$ cat config.mk
export PLATFORM = sky130hd
export DESIGN_NAME = dofm_fault_mask
export DESIGN_NICKNAME = d
export VERILOG_FILES = /design/src/dofm_pkg.sv /design/src/dofm_sync_if.sv /design/src/dofm_fault_mask.sv /design/src/dofm_flag_sync.sv
export SDC_FILE = /design/constraint.sdc
export NUM_CORES = 1
export LEC_CHECK = 0
export BUFFER_PORTS_ARGS = -buffer_cell sky130_fd_sc_hd__buf_2
export CORE_ASPECT_RATIO = 0.75
export CORE_MARGIN = 2
export CORE_UTILIZATION = 40
export CTS_CLUSTER_DIAMETER = 100
export CTS_CLUSTER_SIZE = 28
export DETAILED_ROUTE_END_ITERATION = 16
export GPL_TIMING_DRIVEN = 0
export PLACE_DENSITY = 0.69
export SLEW_MARGIN = 40
export SYNTH_ARGS = -nofsm -noshare
export SYNTH_HDL_FRONTEND = slang
export SYNTH_SLANG_ARGS = --single-unit
$ cat constraint.sdc
create_clock -name core_clk -period 1.9 [get_ports core_clk]
set_input_delay 0.095 -clock core_clk [delete_from_list [all_inputs] [get_ports core_clk]]
set_output_delay 0.095 -clock core_clk [all_outputs]
set_load 0.05 [all_outputs]
$ cat src/dofm_pkg.sv
// package of register offsets, field positions and reset values for the fault-masking block
package dofm_pkg;
   localparam int unsigned DOFM_ADDR_W = 8;
   localparam int unsigned DOFM_DATA_W = 16;
   // register offsets
   localparam logic [7:0] DOFM_LOGIC_MASK_ADDR = 8'h49;
   localparam logic [7:0] DOFM_OC_MASK_ADDR = 8'h4a;
   localparam logic [7:0] DOFM_PIN_MASK_ADDR = 8'h4b;
   localparam logic [7:0] DOFM_SUMMARY_ADDR = 8'h50;
   localparam logic [7:0] DOFM_IRQ_STATUS_ADDR = 8'h51;
   localparam logic [7:0] DOFM_IRQ_MASK_ADDR = 8'h52;
   // reset values
   localparam logic [15:0] DOFM_LOGIC_MASK_RST = 16'h0000;
   localparam logic [15:0] DOFM_OC_MASK_RST = 16'h0000;
   localparam logic [15:0] DOFM_PIN_MASK_RST = 16'h0780;
   localparam logic [15:0] DOFM_IRQ_MASK_RST = 16'h0000;
   // writable bits of each mask register
   localparam logic [15:0] DOFM_LOGIC_MASK_WMASK = 16'he800;
   localparam logic [15:0] DOFM_OC_MASK_WMASK = 16'h000f;
   localparam logic [15:0] DOFM_PIN_MASK_WMASK = 16'h7f80;
   // logic integrity mask fields
   localparam int unsigned DOFM_SEC1_BIT = 15;
   localparam int unsigned DOFM_SEC2_BIT = 14;
   localparam int unsigned DOFM_SEC3_BIT = 13;
   localparam int unsigned DOFM_MEMIMG_BIT = 11;
   // overcurrent mask fields
   localparam int unsigned DOFM_CA_HIGH_BIT = 3;
   localparam int unsigned DOFM_CA_LOW_BIT = 2;
   localparam int unsigned DOFM_CB_HIGH_BIT = 1;
   localparam int unsigned DOFM_CB_LOW_BIT = 0;
   // alarm pin mask fields (summary flags the pin may follow)
   localparam int unsigned DOFM_PIN_LOGIC_BIT = 12;
   localparam int unsigned DOFM_PIN_OC_BIT = 11;
   // summary / interrupt status layout
   localparam int unsigned DOFM_SUM_LOGIC_BIT = 1;
   localparam int unsigned DOFM_SUM_OC_BIT = 0;
   localparam int unsigned DOFM_NUM_SUM = 2;
endpackage

$ cat src/dofm_sync_if.sv
// interface carrying the synchronised fault flags between the synchroniser and the masking core
`timescale 1ns/1ps
interface dofm_sync_if;
   logic [3:0] logic_flags_n;
   logic [3:0] oc_flags_n;
   modport source (output logic_flags_n, output oc_flags_n);
   modport sink (input logic_flags_n, input oc_flags_n);
endinterface

$ cat src/dofm_fault_mask.sv
// fault masking core: mask registers, summary flags, alarm pin and interrupt
// ==========================================
// Operation
// - bit 15 blocks section one crc flag
// - bit 14 blocks section two crc flag
// - bit 13 blocks section three crc flag
// - bit 11 blocks memory image crc flag
// - mask zero passes, mask one blocks
// - logic mask bit 12 reads zero
// - logic mask bits 10..0 read zero
// - overcurrent mask bits 15..4 read zero
// - bit 3 blocks converter a high flag
// - bit 2 blocks converter a low flag
// - bit 1 blocks converter b high flag
// - bit 0 blocks converter b low flag
// - overcurrent mask at 4Ah, resets zero
// - pin mask at 4Bh, resets 0780h
// - pin mask bit blocks summary on pin
`timescale 1ns/1ps
module dofm_fault_mask
   import dofm_pkg::*;
(
   input wire logic core_clk,
   input wire logic rst,
   input wire logic [7:0] reg_addr,
   input wire logic [15:0] reg_wdata,
   input wire logic reg_wr,
   input wire logic reg_rd,
   output logic [15:0] reg_rdata,
   input wire logic section_one_crc_error_flag,
   input wire logic section_two_crc_error_flag,
   input wire logic section_three_crc_error_flag,
   input wire logic memory_image_crc_error_flag,
   input wire logic conv_a_high_limit_flag,
   input wire logic conv_a_low_limit_flag,
   input wire logic conv_b_high_limit_flag,
   input wire logic conv_b_low_limit_flag,
   input wire logic alarm_pin_enable,
   output logic logic_integrity_summary_flag,
   output logic overcurrent_summary_flag,
   output logic alarm_pin_n_out,
   output logic alarm_pin_oe,
   output logic irq
);
   // ==========================================
   // input synchronisation
   dofm_sync_if flags_if ();
   logic [1:0] pin_en_sync_q;
   logic [1:0] pin_en_sync_d;

   dofm_flag_sync #(
      .WIDTH(8)
   ) u_sync (
      .core_clk(core_clk),
      .rst(rst),
      .raw_n({section_one_crc_error_flag, section_two_crc_error_flag, section_three_crc_error_flag,
              memory_image_crc_error_flag, conv_a_high_limit_flag, conv_a_low_limit_flag,
              conv_b_high_limit_flag, conv_b_low_limit_flag}),
      .flags(flags_if.source)
   );

   // ==========================================
   // registers
   logic [15:0] logic_integrity_flag_mask_q;
   logic [15:0] logic_integrity_flag_mask_d;
   logic [15:0] overcurrent_flag_mask_q;
   logic [15:0] overcurrent_flag_mask_d;
   logic [15:0] alarm_pin_mask_q;
   logic [15:0] alarm_pin_mask_d;
   logic [1:0] irq_status_q;
   logic [1:0] irq_status_d;
   logic [1:0] irq_mask_q;
   logic [1:0] irq_mask_d;
   logic [1:0] sum_prev_q;
   logic [1:0] sum_prev_d;
   logic [15:0] rdata_q;
   logic [15:0] rdata_d;
   logic summary_logic_n_q;
   logic summary_logic_n_d;
   logic summary_oc_n_q;
   logic summary_oc_n_d;
   logic alarm_n_q;
   logic alarm_n_d;
   logic alarm_oe_q;
   logic alarm_oe_d;

   logic [3:0] logic_pass;
   logic [3:0] oc_pass;
   logic [1:0] sum_active;
   logic [1:0] sum_rise;
   logic wr_logic;
   logic wr_oc;
   logic wr_pin;
   logic wr_irq_status;
   logic wr_irq_mask;

   always_comb begin
      wr_logic = reg_wr && (reg_addr == DOFM_LOGIC_MASK_ADDR);
      wr_oc = reg_wr && (reg_addr == DOFM_OC_MASK_ADDR);
      wr_pin = reg_wr && (reg_addr == DOFM_PIN_MASK_ADDR);
      wr_irq_status = reg_wr && (reg_addr == DOFM_IRQ_STATUS_ADDR);
      wr_irq_mask = reg_wr && (reg_addr == DOFM_IRQ_MASK_ADDR);
   end

   // ==========================================
   // masking: a flag passes when low and its mask bit is zero
   always_comb begin
      logic_pass[3] = !flags_if.logic_flags_n[3] && !logic_integrity_flag_mask_q[DOFM_SEC1_BIT];
      logic_pass[2] = !flags_if.logic_flags_n[2] && !logic_integrity_flag_mask_q[DOFM_SEC2_BIT];
      logic_pass[1] = !flags_if.logic_flags_n[1] && !logic_integrity_flag_mask_q[DOFM_SEC3_BIT];
      logic_pass[0] = !flags_if.logic_flags_n[0] && !logic_integrity_flag_mask_q[DOFM_MEMIMG_BIT];
      oc_pass[3] = !flags_if.oc_flags_n[3] && !overcurrent_flag_mask_q[DOFM_CA_HIGH_BIT];
      oc_pass[2] = !flags_if.oc_flags_n[2] && !overcurrent_flag_mask_q[DOFM_CA_LOW_BIT];
      oc_pass[1] = !flags_if.oc_flags_n[1] && !overcurrent_flag_mask_q[DOFM_CB_HIGH_BIT];
      oc_pass[0] = !flags_if.oc_flags_n[0] && !overcurrent_flag_mask_q[DOFM_CB_LOW_BIT];
      summary_logic_n_d = !(|logic_pass);
      summary_oc_n_d = !(|oc_pass);
      sum_active[DOFM_SUM_LOGIC_BIT] = !summary_logic_n_q;
      sum_active[DOFM_SUM_OC_BIT] = !summary_oc_n_q;
      // pin follows an active summary unless its pin mask bit is set
      alarm_n_d = !((sum_active[DOFM_SUM_LOGIC_BIT] && !alarm_pin_mask_q[DOFM_PIN_LOGIC_BIT])
                    || (sum_active[DOFM_SUM_OC_BIT] && !alarm_pin_mask_q[DOFM_PIN_OC_BIT]));
      alarm_oe_d = pin_en_sync_q[1];
      pin_en_sync_d = {pin_en_sync_q[0], alarm_pin_enable};
   end

   // ==========================================
   // register writes; reserved bits stay zero
   always_comb begin
      logic_integrity_flag_mask_d = logic_integrity_flag_mask_q;
      overcurrent_flag_mask_d = overcurrent_flag_mask_q;
      alarm_pin_mask_d = alarm_pin_mask_q;
      irq_mask_d = irq_mask_q;
      if (wr_logic) begin
         logic_integrity_flag_mask_d = reg_wdata & DOFM_LOGIC_MASK_WMASK;
      end
      if (wr_oc) begin
         overcurrent_flag_mask_d = reg_wdata & DOFM_OC_MASK_WMASK;
      end
      if (wr_pin) begin
         alarm_pin_mask_d = reg_wdata & DOFM_PIN_MASK_WMASK;
      end
      if (wr_irq_mask) begin
         irq_mask_d = reg_wdata[1:0];
      end
   end

   // ==========================================
   // interrupt: summary assertion sets sticky bit, set beats write-one-clear
   always_comb begin
      sum_prev_d = sum_active;
      sum_rise = sum_active & ~sum_prev_q;
      irq_status_d = irq_status_q;
      if (wr_irq_status) begin
         irq_status_d = irq_status_q & ~reg_wdata[1:0];
      end
      irq_status_d = irq_status_d | sum_rise;
   end

   // ==========================================
   // read data, one cycle after the strobe
   always_comb begin
      rdata_d = 16'h0000;
      if (reg_rd) begin
         case (reg_addr)
            DOFM_LOGIC_MASK_ADDR: rdata_d = logic_integrity_flag_mask_q;
            DOFM_OC_MASK_ADDR: rdata_d = overcurrent_flag_mask_q;
            DOFM_PIN_MASK_ADDR: rdata_d = alarm_pin_mask_q;
            DOFM_SUMMARY_ADDR: rdata_d = {14'h0000, summary_logic_n_q, summary_oc_n_q};
            DOFM_IRQ_STATUS_ADDR: rdata_d = {14'h0000, irq_status_q};
            DOFM_IRQ_MASK_ADDR: rdata_d = {14'h0000, irq_mask_q};
            default: rdata_d = 16'h0000;
         endcase
      end
   end

   always_ff @(posedge core_clk) begin
      if (rst) begin
         logic_integrity_flag_mask_q <= DOFM_LOGIC_MASK_RST;
         overcurrent_flag_mask_q <= DOFM_OC_MASK_RST;
         alarm_pin_mask_q <= DOFM_PIN_MASK_RST;
         irq_status_q <= 2'h0;
         irq_mask_q <= DOFM_IRQ_MASK_RST[1:0];
         sum_prev_q <= 2'h0;
         rdata_q <= 16'h0000;
         summary_logic_n_q <= 1'b1;
         summary_oc_n_q <= 1'b1;
         alarm_n_q <= 1'b1;
         alarm_oe_q <= 1'b0;
         pin_en_sync_q <= 2'h0;
      end else begin
         logic_integrity_flag_mask_q <= logic_integrity_flag_mask_d;
         overcurrent_flag_mask_q <= overcurrent_flag_mask_d;
         alarm_pin_mask_q <= alarm_pin_mask_d;
         irq_status_q <= irq_status_d;
         irq_mask_q <= irq_mask_d;
         sum_prev_q <= sum_prev_d;
         rdata_q <= rdata_d;
         summary_logic_n_q <= summary_logic_n_d;
         summary_oc_n_q <= summary_oc_n_d;
         alarm_n_q <= alarm_n_d;
         alarm_oe_q <= alarm_oe_d;
         pin_en_sync_q <= pin_en_sync_d;
      end
   end

   assign reg_rdata = rdata_q;
   assign logic_integrity_summary_flag = summary_logic_n_q;
   assign overcurrent_summary_flag = summary_oc_n_q;
   assign alarm_pin_n_out = alarm_n_q;
   assign alarm_pin_oe = alarm_oe_q;
   assign irq = |(irq_status_q & ~irq_mask_q);
endmodule // dofm_fault_mask

$ cat src/dofm_flag_sync.sv
// two-stage synchroniser for the active-low fault flag inputs
`timescale 1ns/1ps
module dofm_flag_sync
   import dofm_pkg::*;
#(
   parameter int unsigned WIDTH = 8
) (
   input wire logic core_clk,
   input wire logic rst,
   input wire logic [WIDTH-1:0] raw_n,
   dofm_sync_if.source flags
);
   logic [WIDTH-1:0] meta_q;
   logic [WIDTH-1:0] meta_d;
   logic [WIDTH-1:0] sync_q;
   logic [WIDTH-1:0] sync_d;

   always_comb begin
      meta_d = raw_n;
      sync_d = meta_q;
   end

   // flags are inactive (high) under reset
   always_ff @(posedge core_clk) begin
      if (rst) begin
         meta_q <= '1;
         sync_q <= '1;
      end else begin
         meta_q <= meta_d;
         sync_q <= sync_d;
      end
   end

   assign flags.logic_flags_n = sync_q[7:4];
   assign flags.oc_flags_n = sync_q[3:0];
endmodule // dofm_flag_sync

==> results_dict.tcl, run 1 <==
set metrics [dict create \
    hp-class "input port to register" \
    viasPerCell 4.68 \
    internal_power_mw 2.09 \
    cp_max_fo 6 \
    dr.pass1.iters 4 \
    reg2reg_setup_slack_ns 0.91 \
    post-cts-setup-buffers 0 \
    gp_congestion 0.812 \
    met1_length_um 2050 \
    initialDrtViolationCount 98 \
    die_w_um 86.9 \
    ir_worst_vdd_mv 0.579 \
    multiInputGateArea_um2 843 \
    crit_type "input port to register" \
    dr_wl_met2_um 1840 \
    drive_above_1_share_pct 33.7 \
    fmax_mhz 698 \
    hold_depth 3 \
    switching_power_mw 0.595 \
    worstSetupStartpoint "reg_addr[5]" \
    vias 1601 \
    dieHeight_um 66.1 \
    cp.arrival_ns 1.68 \
    synth_cell_types 34 \
    hold_path_startpoint "reg_wdata[13]" \
    synth_edf_count 0 \
    grt_first_pass_wirelength_um 6890 \
    worst_slew_pin_slew_ns 0.687 \
    hpwl_um 2960 \
    portBuffers 49 \
    path_clk_slew_ns 0.06 \
    wirelength_um 4260 \
    synth-xor-area-share_pct 0 \
    powerDensity_nw_per_um2 967 \
    synth_area_um2 2060 \
    ys_warn_count 0 \
    period_share_pct 75.4 \
    synth.area.top_cells "dfxtp_1 (55%), mux2i_1 (7.3%), or2_2 (5.5%), nor2_1 (3.8%), nor2b_1 (3.0%)" \
    finalSetupViolCount 0 \
    status "complete, no violations" \
    grt_usage_pct 16.6 \
    p_clk_share_pct 46.0 \
    start_kind "input port" \
    synthSimpleGateAreaFrac_pct 25.1 \
    std_cell_rows 22 \
    cts.sinks 57 \
    fin_skew_ns 0.00493 \
    synth_compound_area_share_pct 8.02 \
    synth_fa_ha_area_share_pct 0 \
    synth_ff_type "dfxtp_1" \
    finalHoldViolations 0 \
    syn_avg_cell_area_um2 10.4 \
    combPwrFrac_pct 8.0 \
    ys_top_cells_by_count "dfxtp_1 (57), nor2_1 (21), or2_2 (18)" \
    final.min_clock_period_ns 1.43 \
    required_ns 2.15 \
    grt_pass1_vias 1506 \
    final_nets 314 \
    synth_top_family_by_area "simple AND/OR/NAND/NOR gates" \
    grt_max_degree 11 \
    slew_violations 0 \
    ioPinCount 58 \
    p_seq_share_pct 46.0 \
    p_leak_nw 1.17 \
    regArea_um2 1140 \
    fillers 439 \
    slew_headroom_pct 53.5 \
    synth_seq_area_share_pct 55.4 \
    reg2reg_from "logic_integrity_summary_flag" \
    start_util_pct 41.8 \
    dieArea_um2 5740 \
    cp-end-kind "register" \
    antenna_cells 0 \
    htreeDepth 3 \
    antenna_found_initial 0 \
    drc 0 \
    async_flop_share_pct 0 \
    clock_path_buffers 2 \
    synth_top_cell_by_area "dfxtp_1" \
    wl_per_cell_um 12.5 \
    rsz0062_at_grt "false" \
    swShare_pct 22.2 \
    syn_to_final_growth_pct 34.9 \
    cts_buffers 9 \
    dr_wl_met3_um 354 \
    synth_most_common_cell "dfxtp_1" \
    topRoutingLayerUsed "met4" \
    setup_tns_ns 0 \
    synth_top_cell_area_share_pct 55.4 \
    p_total_mw 2.69 \
    insertion_delay_ns 0.33 \
    ant_nets 0 \
    cts_tree "built" \
    maxCapViolations 0 \
    synth-seq-cells 57 \
    syn_inst 198 \
    grt-ovfl-total 0 \
    clock-root-buffer "clkbuf_8" \
    timing.rr.end "reg_rdata[1]" \
    worstRegToRegCells 4 \
    synthMuxAreaShare_pct 7.29 \
    core_um2 4930 \
    hold_ws_ns 0.0293 \
    hold_path_end "alarm_pin_mask_q[13]" \
]
[through the flow]
| step | utilization (%) | worst slack [ns] | cells | instance area, um2 |
|---|---|---|---|---|
| floorplan | - | 0.361 | 200 | 2070 |
| global placement | 48.5 | 0.131 | 309 | 2390 |
| detailed placement | 48.5 | 0.133 | 309 | 2390 |
| CTS | 56.4 | 0.476 | 342 | 2780 |
| global route | 56.4 | 0.356 | 342 | 2780 |
| finish | 56.4 | 0.467 | 342 | 2780 |
[area by class of cell]
class,count,share of cell area (%)
Clock buffer,11,5.09
Timing Repair Buffer,66,15.0
Multi-Input combinational cell,128,30.4
Inverter,2,0.270
Sequential cell,57,41.1
Buffer,13,2.70
Tap cell,60,2.70
Clock inverter,5,2.84
[placed cells by master (no fill, tap or decap), drive strengths merged, types with 2 or more instances in the layout]
cell and count:
dlygate4sd3 17, and3 3, or2 18, nor3 5, clkinv 3, a22oi 2, nor4b 2, buf 55
o21ai 2, nor3b 2, a21oi 6, dfxtp 57, mux2i 15, a211o 4, nor2 21, nor2b 10
nand3 8, clkbuf 18, inv 2, bufinv 2, and2 5, o2bb2ai 2, o21bai 2, nand2 7
o22ai 5, nand3b 2, conb 3
[power by group through the flow]
stage          Combinational [mW]  Clock (mW)  Sequential [mW]
6_report                    0.214        1.24             1.24
5_1_grt                     0.230        1.34             1.24
4_1_cts                     0.214        1.27             1.24
3_5_place_dp                0.187           0             1.26
3_3_place_gp                0.185           0             1.26
2_1_floorplan               0.104           0             1.28
[kinds of logic (layout without fill, tap and decap cells)]
kind of cell | count (synthesis) | after routing
compound gates | 24 | 24
buf+inv | 15 | 97
flops | 57 | 57
mux | 15 | 15
other cells | 1 | 3
simple gates | 86 | 86
[routing by layer]
metal,global-route usage (%),up-vias
met3,9.49,4
met2,23.7,59
met4,5.27,0
met1,20.9,719
met5,0,-
li1,-,819
[worst max-delay path by stage]
stage                                end  slack (ns)  depth (start not counted)
global placement           reg_rdata[15]        0.13                          6
CTS                        reg_rdata[15]        0.48                          6
floorplan           alarm_pin_mask_q[10]        0.36                          6
global route               reg_rdata[15]        0.36                          6
finish                     reg_rdata[15]        0.47                          6
detailed placement         reg_rdata[15]        0.13                          6
[sequential cells by signal, summed over array words and instances, names as in the netlist]
signal	flops
logic_integrity_summary_flag	1
reg_rdata	13
logic_integrity_flag_mask_q	4
overcurrent_summary_flag	1
alarm_pin_mask_q	8
alarm_pin_n_out	1
irq_mask_q	2
irq_status_q	2
pin_en_sync_q	2
u_sync.meta_q	8
overcurrent_flag_mask_q	4
sum_prev_q	2
u_sync.sync_q	8
alarm_pin_oe	1
[worst max-delay path, stage by stage]
cell	delay, ns
buf_2	0.10
or4b_4	0.53
buf_6	0.16
nor2_1	0.37
nand3_2	0.20
nor3b_1	0.22
[timing repair]
action	CTS	global route
resized for setup	0	0
hold endpoints to repair	17	0
hold buffers	17	0
No activity file was read; power rests on OpenSTA's default activity.
==> inputs of run 2 (changes only) <==
--- a/config.mk
+++ b/config.mk
@@ -5,6 +5,7 @@
 export SDC_FILE = /design/constraint.sdc
 export NUM_CORES = 1
 export LEC_CHECK = 0
+export ABC_AREA = 1
 export BUFFER_PORTS_ARGS = -buffer_cell sky130_fd_sc_hd__buf_2
 export CORE_ASPECT_RATIO = 0.75
 export CORE_MARGIN = 2
@@ -13,7 +14,7 @@
 export CTS_CLUSTER_SIZE = 28
 export DETAILED_ROUTE_END_ITERATION = 16
 export GPL_TIMING_DRIVEN = 0
-export PLACE_DENSITY = 0.69
+export PLACE_DENSITY = 0.72
 export SLEW_MARGIN = 40
 export SYNTH_ARGS = -nofsm -noshare
 export SYNTH_HDL_FRONTEND = slang
==> constraint.sdc (replaced) <==
create_clock -name core_clk -period 1.3 [get_ports core_clk]
set_input_delay 0.065 -clock core_clk [delete_from_list [all_inputs] [get_ports core_clk]]
set_output_delay 0.065 -clock core_clk [all_outputs]
set_load 0.05 [all_outputs]
==> results_dict.tcl, run 2 <==
set metrics [dict create \
    synth-seq-cells 57 \
    fmax_mhz 824 \
    ys_warn_count 0 \
    path_clk_slew_ns 0.06 \
    ir_worst_vdd_mv 0.831 \
    cp.arrival_ns 1.15 \
    vias 1686 \
    initialDrtViolationCount 109 \
    cp-end-kind "output port" \
    period_share_pct 93.4 \
    rsz0062_at_grt "false" \
    cts_buffers 9 \
    start_kind "register" \
    grt_max_degree 11 \
    hold_ws_ns 0.0195 \
    p_clk_share_pct 39.3 \
    switching_power_mw 0.878 \
    grt_pass1_vias 1503 \
    synth_seq_area_share_pct 56.5 \
    dr.pass1.iters 4 \
    setup_tns_ns 0 \
    cp_top_family "flip-flops" \
    viasPerCell 4.43 \
    ioPinCount 58 \
    clock-root-buffer "clkbuf_8" \
    syn_to_final_growth_pct 31.1 \
    dp_cells 352 \
    internal_power_mw 2.59 \
    insertion_delay_ns 0.33 \
    start_util_pct 41.4 \
    synth_cell_types 21 \
    syn_avg_cell_area_um2 8.41 \
    drive_above_1_share_pct 29.9 \
    powerDensity_nw_per_um2 1310 \
    drc 0 \
    synth_top_cell_by_area "dfxtp_1" \
    core_um2 4870 \
    hold_depth 3 \
    synth_area_um2 2020 \
    p_leak_nw 1.19 \
    std_cell_rows 22 \
    finalSetupViolCount 0 \
    dieArea_um2 5640 \
    maxCapViolations 0 \
    slew_headroom_pct 63.3 \
    dieHeight_um 65.5 \
    cp_max_fo 3 \
    synth.area.top_cells "dfxtp_1 (57%), inv_1 (6.9%), o21ai_0 (5.0%), or2_2 (5.0%), a21oi_1 (4.5%)" \
    wl_per_cell_um 11.1 \
    cpPeakStageDelay_ns 0.37 \
    p_seq_share_pct 52.2 \
    final_nets 353 \
    required_ns 1.24 \
    worstRegToRegCells 3 \
    slew_violations 0 \
    cts.sinks 57 \
    synth_ff_type "dfxtp_1" \
    htreeDepth 3 \
    antenna_found_initial 0 \
    worst_slew_pin_slew_ns 0.550 \
    grt_first_pass_wirelength_um 6690 \
    syn_inst 240 \
    combPwrFrac_pct 8.5 \
    placed_area_um2 2350 \
    grt-ovfl-total 0 \
    crit_chain "inv_1 -> o22ai_1 -> clkbuf_4" \
    finalNonFillerCells 381 \
    path_depth 3 \
    crit_path_top_delay_cell "dfxtp_1" \
    synth_edf_count 0 \
    ant_nets 0 \
    antenna_cells 0 \
    hp-class "input port to register" \
    clock_path_buffers 2 \
    grt_usage_pct 16.2 \
    async_flop_share_pct 0 \
    synth_top_cell_area_share_pct 56.5 \
    fin_skew_ns 0.00244 \
    crit_type "register to output port" \
    portBuffers 50 \
    final_common_cell "dfxtp_1" \
    hpwl_um 2930 \
    fillers 450 \
    final_cell_mix "dfxtp_1 (57), buf_2 (52), inv_1 (37)" \
    fin_util_pct 54.3 \
    synth_most_common_cell "dfxtp_1" \
    status "complete, no violations" \
    largest_reg_flops 13 \
    die_w_um 86.0 \
    wirelength_um 4210 \
    ys_top_cells_by_count "dfxtp_1 (57), inv_1 (37), nor2_1 (22)" \
    stdcell_area_um2 2650 \
    final.min_clock_period_ns 1.21 \
    finalHoldViolations 0 \
    cts_tree "built" \
    gp_congestion 0.799 \
    swShare_pct 25.3 \
    timing.critical_path.buf_inv 2 \
]
## run 2: changes by cell type in the layout (fill, tap and decap cells not counted), sizes merged, moves of 10 or more
cell	change
inv	+36
mux2i	-15
a21oi	+12
o21ai	+18
nor2b	-10
nand2	+17
## run 2: what timing repair did
item / 4_1_cts / 5_1_grt
endpoints found under the hold margin: 13 / 0
buffers inserted: 0 / 0
endpoints found under the setup margin: 0 / 1
gates resized for setup: 0 / 1
hold buffers: 13 / 0
## run 2: cell families (layout without fill, tap and decap cells)
| kind of cell | count (synthesis) | in the layout | synth area share [%] |
|---|---|---|---|
| and+or+nand+nor | 89 | 89 | 21.7 |
| buffers and inverters | 46 | 125 | 9.30 |
| AOI/OAI and AO/OA | 47 | 47 | 12.3 |
| DFF | 57 | 57 | 56.5 |
| other | 1 | 3 | 0.186 |
## run 2: cell type report
| type | instances | area, um2 | area share [%] |
|---|---|---|---|
| tap | 60 | 75.1 | 2.84 |
| sequential | 57 | 1140 | 43.1 |
| clock inverter | 6 | 35.0 | 1.32 |
| timing repair buffer | 63 | 383 | 14.5 |
| buffer | 8 | 45.0 | 1.70 |
| inverter | 38 | 143 | 5.39 |
| clock buffer | 10 | 128 | 4.82 |
| multi-input combinational | 139 | 697 | 26.3 |
## run 2: power groups by stage
stage / logic [mW] / registers, mW / clock network [mW]
finish: 0.295 / 1.81 / 1.36
global route: 0.322 / 1.81 / 1.48
CTS: 0.293 / 1.81 / 1.39
detailed placement: 0.263 / 1.85 / 0
global placement: 0.258 / 1.85 / 0
floorplan: 0.142 / 1.87 / 0
## run 2: path summary, 6_finish.rpt
path                                          startpoint              endpoint  slack, ns
worst max-delay path                     irq_status_q[1]                   irq       0.09
worst min-delay path                       reg_wdata[12]  alarm_pin_mask_q[12]       0.02
worst max register to register  overcurrent_summary_flag       irq_status_q[0]       0.49
worst min register to register          u_sync.meta_q[4]      u_sync.sync_q[4]       0.41
## run 2: routing by layer
metal | GRT usage [%] | part of all wire [%] | vias up
met5 | 0 | 0 | -
met3 | 7.91 | 8.8 | 7
met2 | 23.4 | 43 | 60
met1 | 20.0 | 47 | 711
met4 | 7.74 | 1.4 | 0
li1 | - | - | 908
## run 2: stage by stage
| step | setup slack (ns) | total power, mW |
|---|---|---|
| 4_1_cts | 0.0567 | 3.49 |
| 6_report | 0.0862 | 3.47 |
| 5_1_grt | 0.0200 | 3.61 |
| 3_3_place_gp | 0.174 | 2.10 |
| 2_1_floorplan | 0.110 | 2.01 |
| 3_5_place_dp | 0.146 | 2.11 |
## run 2: tightest hold or removal path, cell delays in order
cell and delay [ns]:
buf_2 0.08, o21ai_0 0.07, a21oi_1 0.10
==> inputs of run 3 (changes only) <==
==> constraint.sdc (replaced) <==
create_clock -name core_clk -period 1.3 [get_ports core_clk]
set_input_delay 0.065 -clock core_clk [delete_from_list [all_inputs] [get_ports core_clk]]
set_output_delay 0.065 -clock core_clk [all_outputs]
set_load 0.1 [all_outputs]
==> results_dict.tcl, run 3 (same netlist as run 2, synthesis figures left out) <==
set metrics [dict create \
    status "complete, no violations" \
    antenna_found_initial 0 \
    post-cts-setup-buffers 0 \
    crit_type "register to output port" \
    dr.pass1.iters 4 \
    grt_pass1_vias 1483 \
    fin_util_pct 54.4 \
    cts.sinks 57 \
    ant_nets 0 \
    grt_usage_pct 15.4 \
    final_common_cell "dfxtp_1" \
    dieArea_um2 5640 \
    final_nets 353 \
    core_um2 4870 \
    largest_reg_flops 13 \
    portBuffers 50 \
    finalHoldViolations 0 \
    final_cell_mix "dfxtp_1 (55), buf_2 (52), inv_1 (37)" \
    fmax_mhz 832 \
    antenna_cells 0 \
    hpwl_um 2910 \
    cp_max_fo 3 \
    ioPinCount 58 \
    dieHeight_um 65.5 \
    period_share_pct 92.5 \
    hp-class "input port to register" \
    maxCapViolations 0 \
    slew_violations 0 \
    powerDensity_nw_per_um2 1320 \
    clock_path_buffers 2 \
    grt-ovfl-total 0 \
    htreeDepth 3 \
    grt_first_pass_wirelength_um 6420 \
    vias 1695 \
    wl_per_cell_um 10.7 \
    setup_tns_ns 0 \
    cts_tree "built" \
    wirelength_um 4060 \
    cp.arrival_ns 1.14 \
    final.min_clock_period_ns 1.20 \
    gp_congestion 0.820 \
    fin_skew_ns 0.00577 \
    std_cell_rows 22 \
    initialDrtViolationCount 37 \
    required_ns 1.24 \
    p_leak_nw 1.19 \
    drive_above_1_share_pct 29.4 \
    clock-root-buffer "clkbuf_8" \
    drc 0 \
    rsz0062_at_grt "false" \
    cp-end-kind "output port" \
    finalSetupViolCount 0 \
    worst_slew_pin_slew_ns 0.583 \
    viasPerCell 4.46 \
    slew_headroom_pct 61.2 \
    insertion_delay_ns 0.32 \
    syn_to_final_growth_pct 31.4 \
    path_clk_slew_ns 0.06 \
    start_util_pct 41.4 \
    die_w_um 86.0 \
    start_kind "register" \
    ir_worst_vdd_mv 0.765 \
    grt_max_degree 11 \
    cts_buffers 9 \
]
run 3: final cells by class:
type | count | area [um2]
fillers | 452 | 2220
flip-flops and latches | 57 | 1140
multi-input cells | 139 | 703
repair buffers | 63 | 387
clock buffers | 15 | 156
inverters | 38 | 143
well taps | 60 | 75.1
plain buffers | 8 | 45.0
run 3: routing by layer:
layer	wire length (um)	vias up	part of all wire, %	track usage (%)
met1	1880	726	46	18.6
li1	-	908	-	-
met4	53	0	1.3	5.95
met5	0	-	0	0
met2	1760	56	43	23.4
met3	357	5	8.8	7.91
run 3: path summary, 6_finish.rpt:
path / start / endpoint / slack (ns) / cells after the start
max: irq_status_q[1] / irq / 0.1 / 3
min: reg_wdata[15] / logic_integrity_flag_mask_q[15] / 0.02 / 3
max reg2reg: logic_integrity_summary_flag / irq_status_q[1] / 0.50 / 3
min reg2reg: u_sync.meta_q[4] / u_sync.sync_q[4] / 0.40 / 1
run 3: worst max-delay path: stages, from the launching register on:
cell	delay [ns]
dfxtp_1	0.36
inv_1	0.06
o22ai_2	0.15
buf_6	0.24
run 3: timing repair:
action	4_1_cts	5_1_grt
hold buffers	13	0
hold endpoints to repair	13	0
gates cloned	0	0
endpoints found under the setup margin	1	1
resized for setup	1	1
run 3: report_power, final:
part	internal, mW	total, mW	switching [mW]	leakage [nW]
clock	0.736	1.33	0.595	0.0778
sequential	1.79	1.81	0.0170	0.465
combinational	0.128	0.370	0.243	0.649
total	2.66	3.51	0.855	1.19
run 3: metrics by stage:
step	worst slack [ns]	hold slack (ns)	power [mW]	cells	instance area, um2
final	0.0980	0.0248	3.51	380	2650
after global routing	0.0370	0.0254	3.68	380	2650
after CTS	0.0305	0.0105	3.55	380	2650
after detailed placement	0.131	0.249	2.18	352	2360
after global placement	0.169	0.248	2.18	352	2360
after floorplan	0.0245	0.169	2.09	242	2030
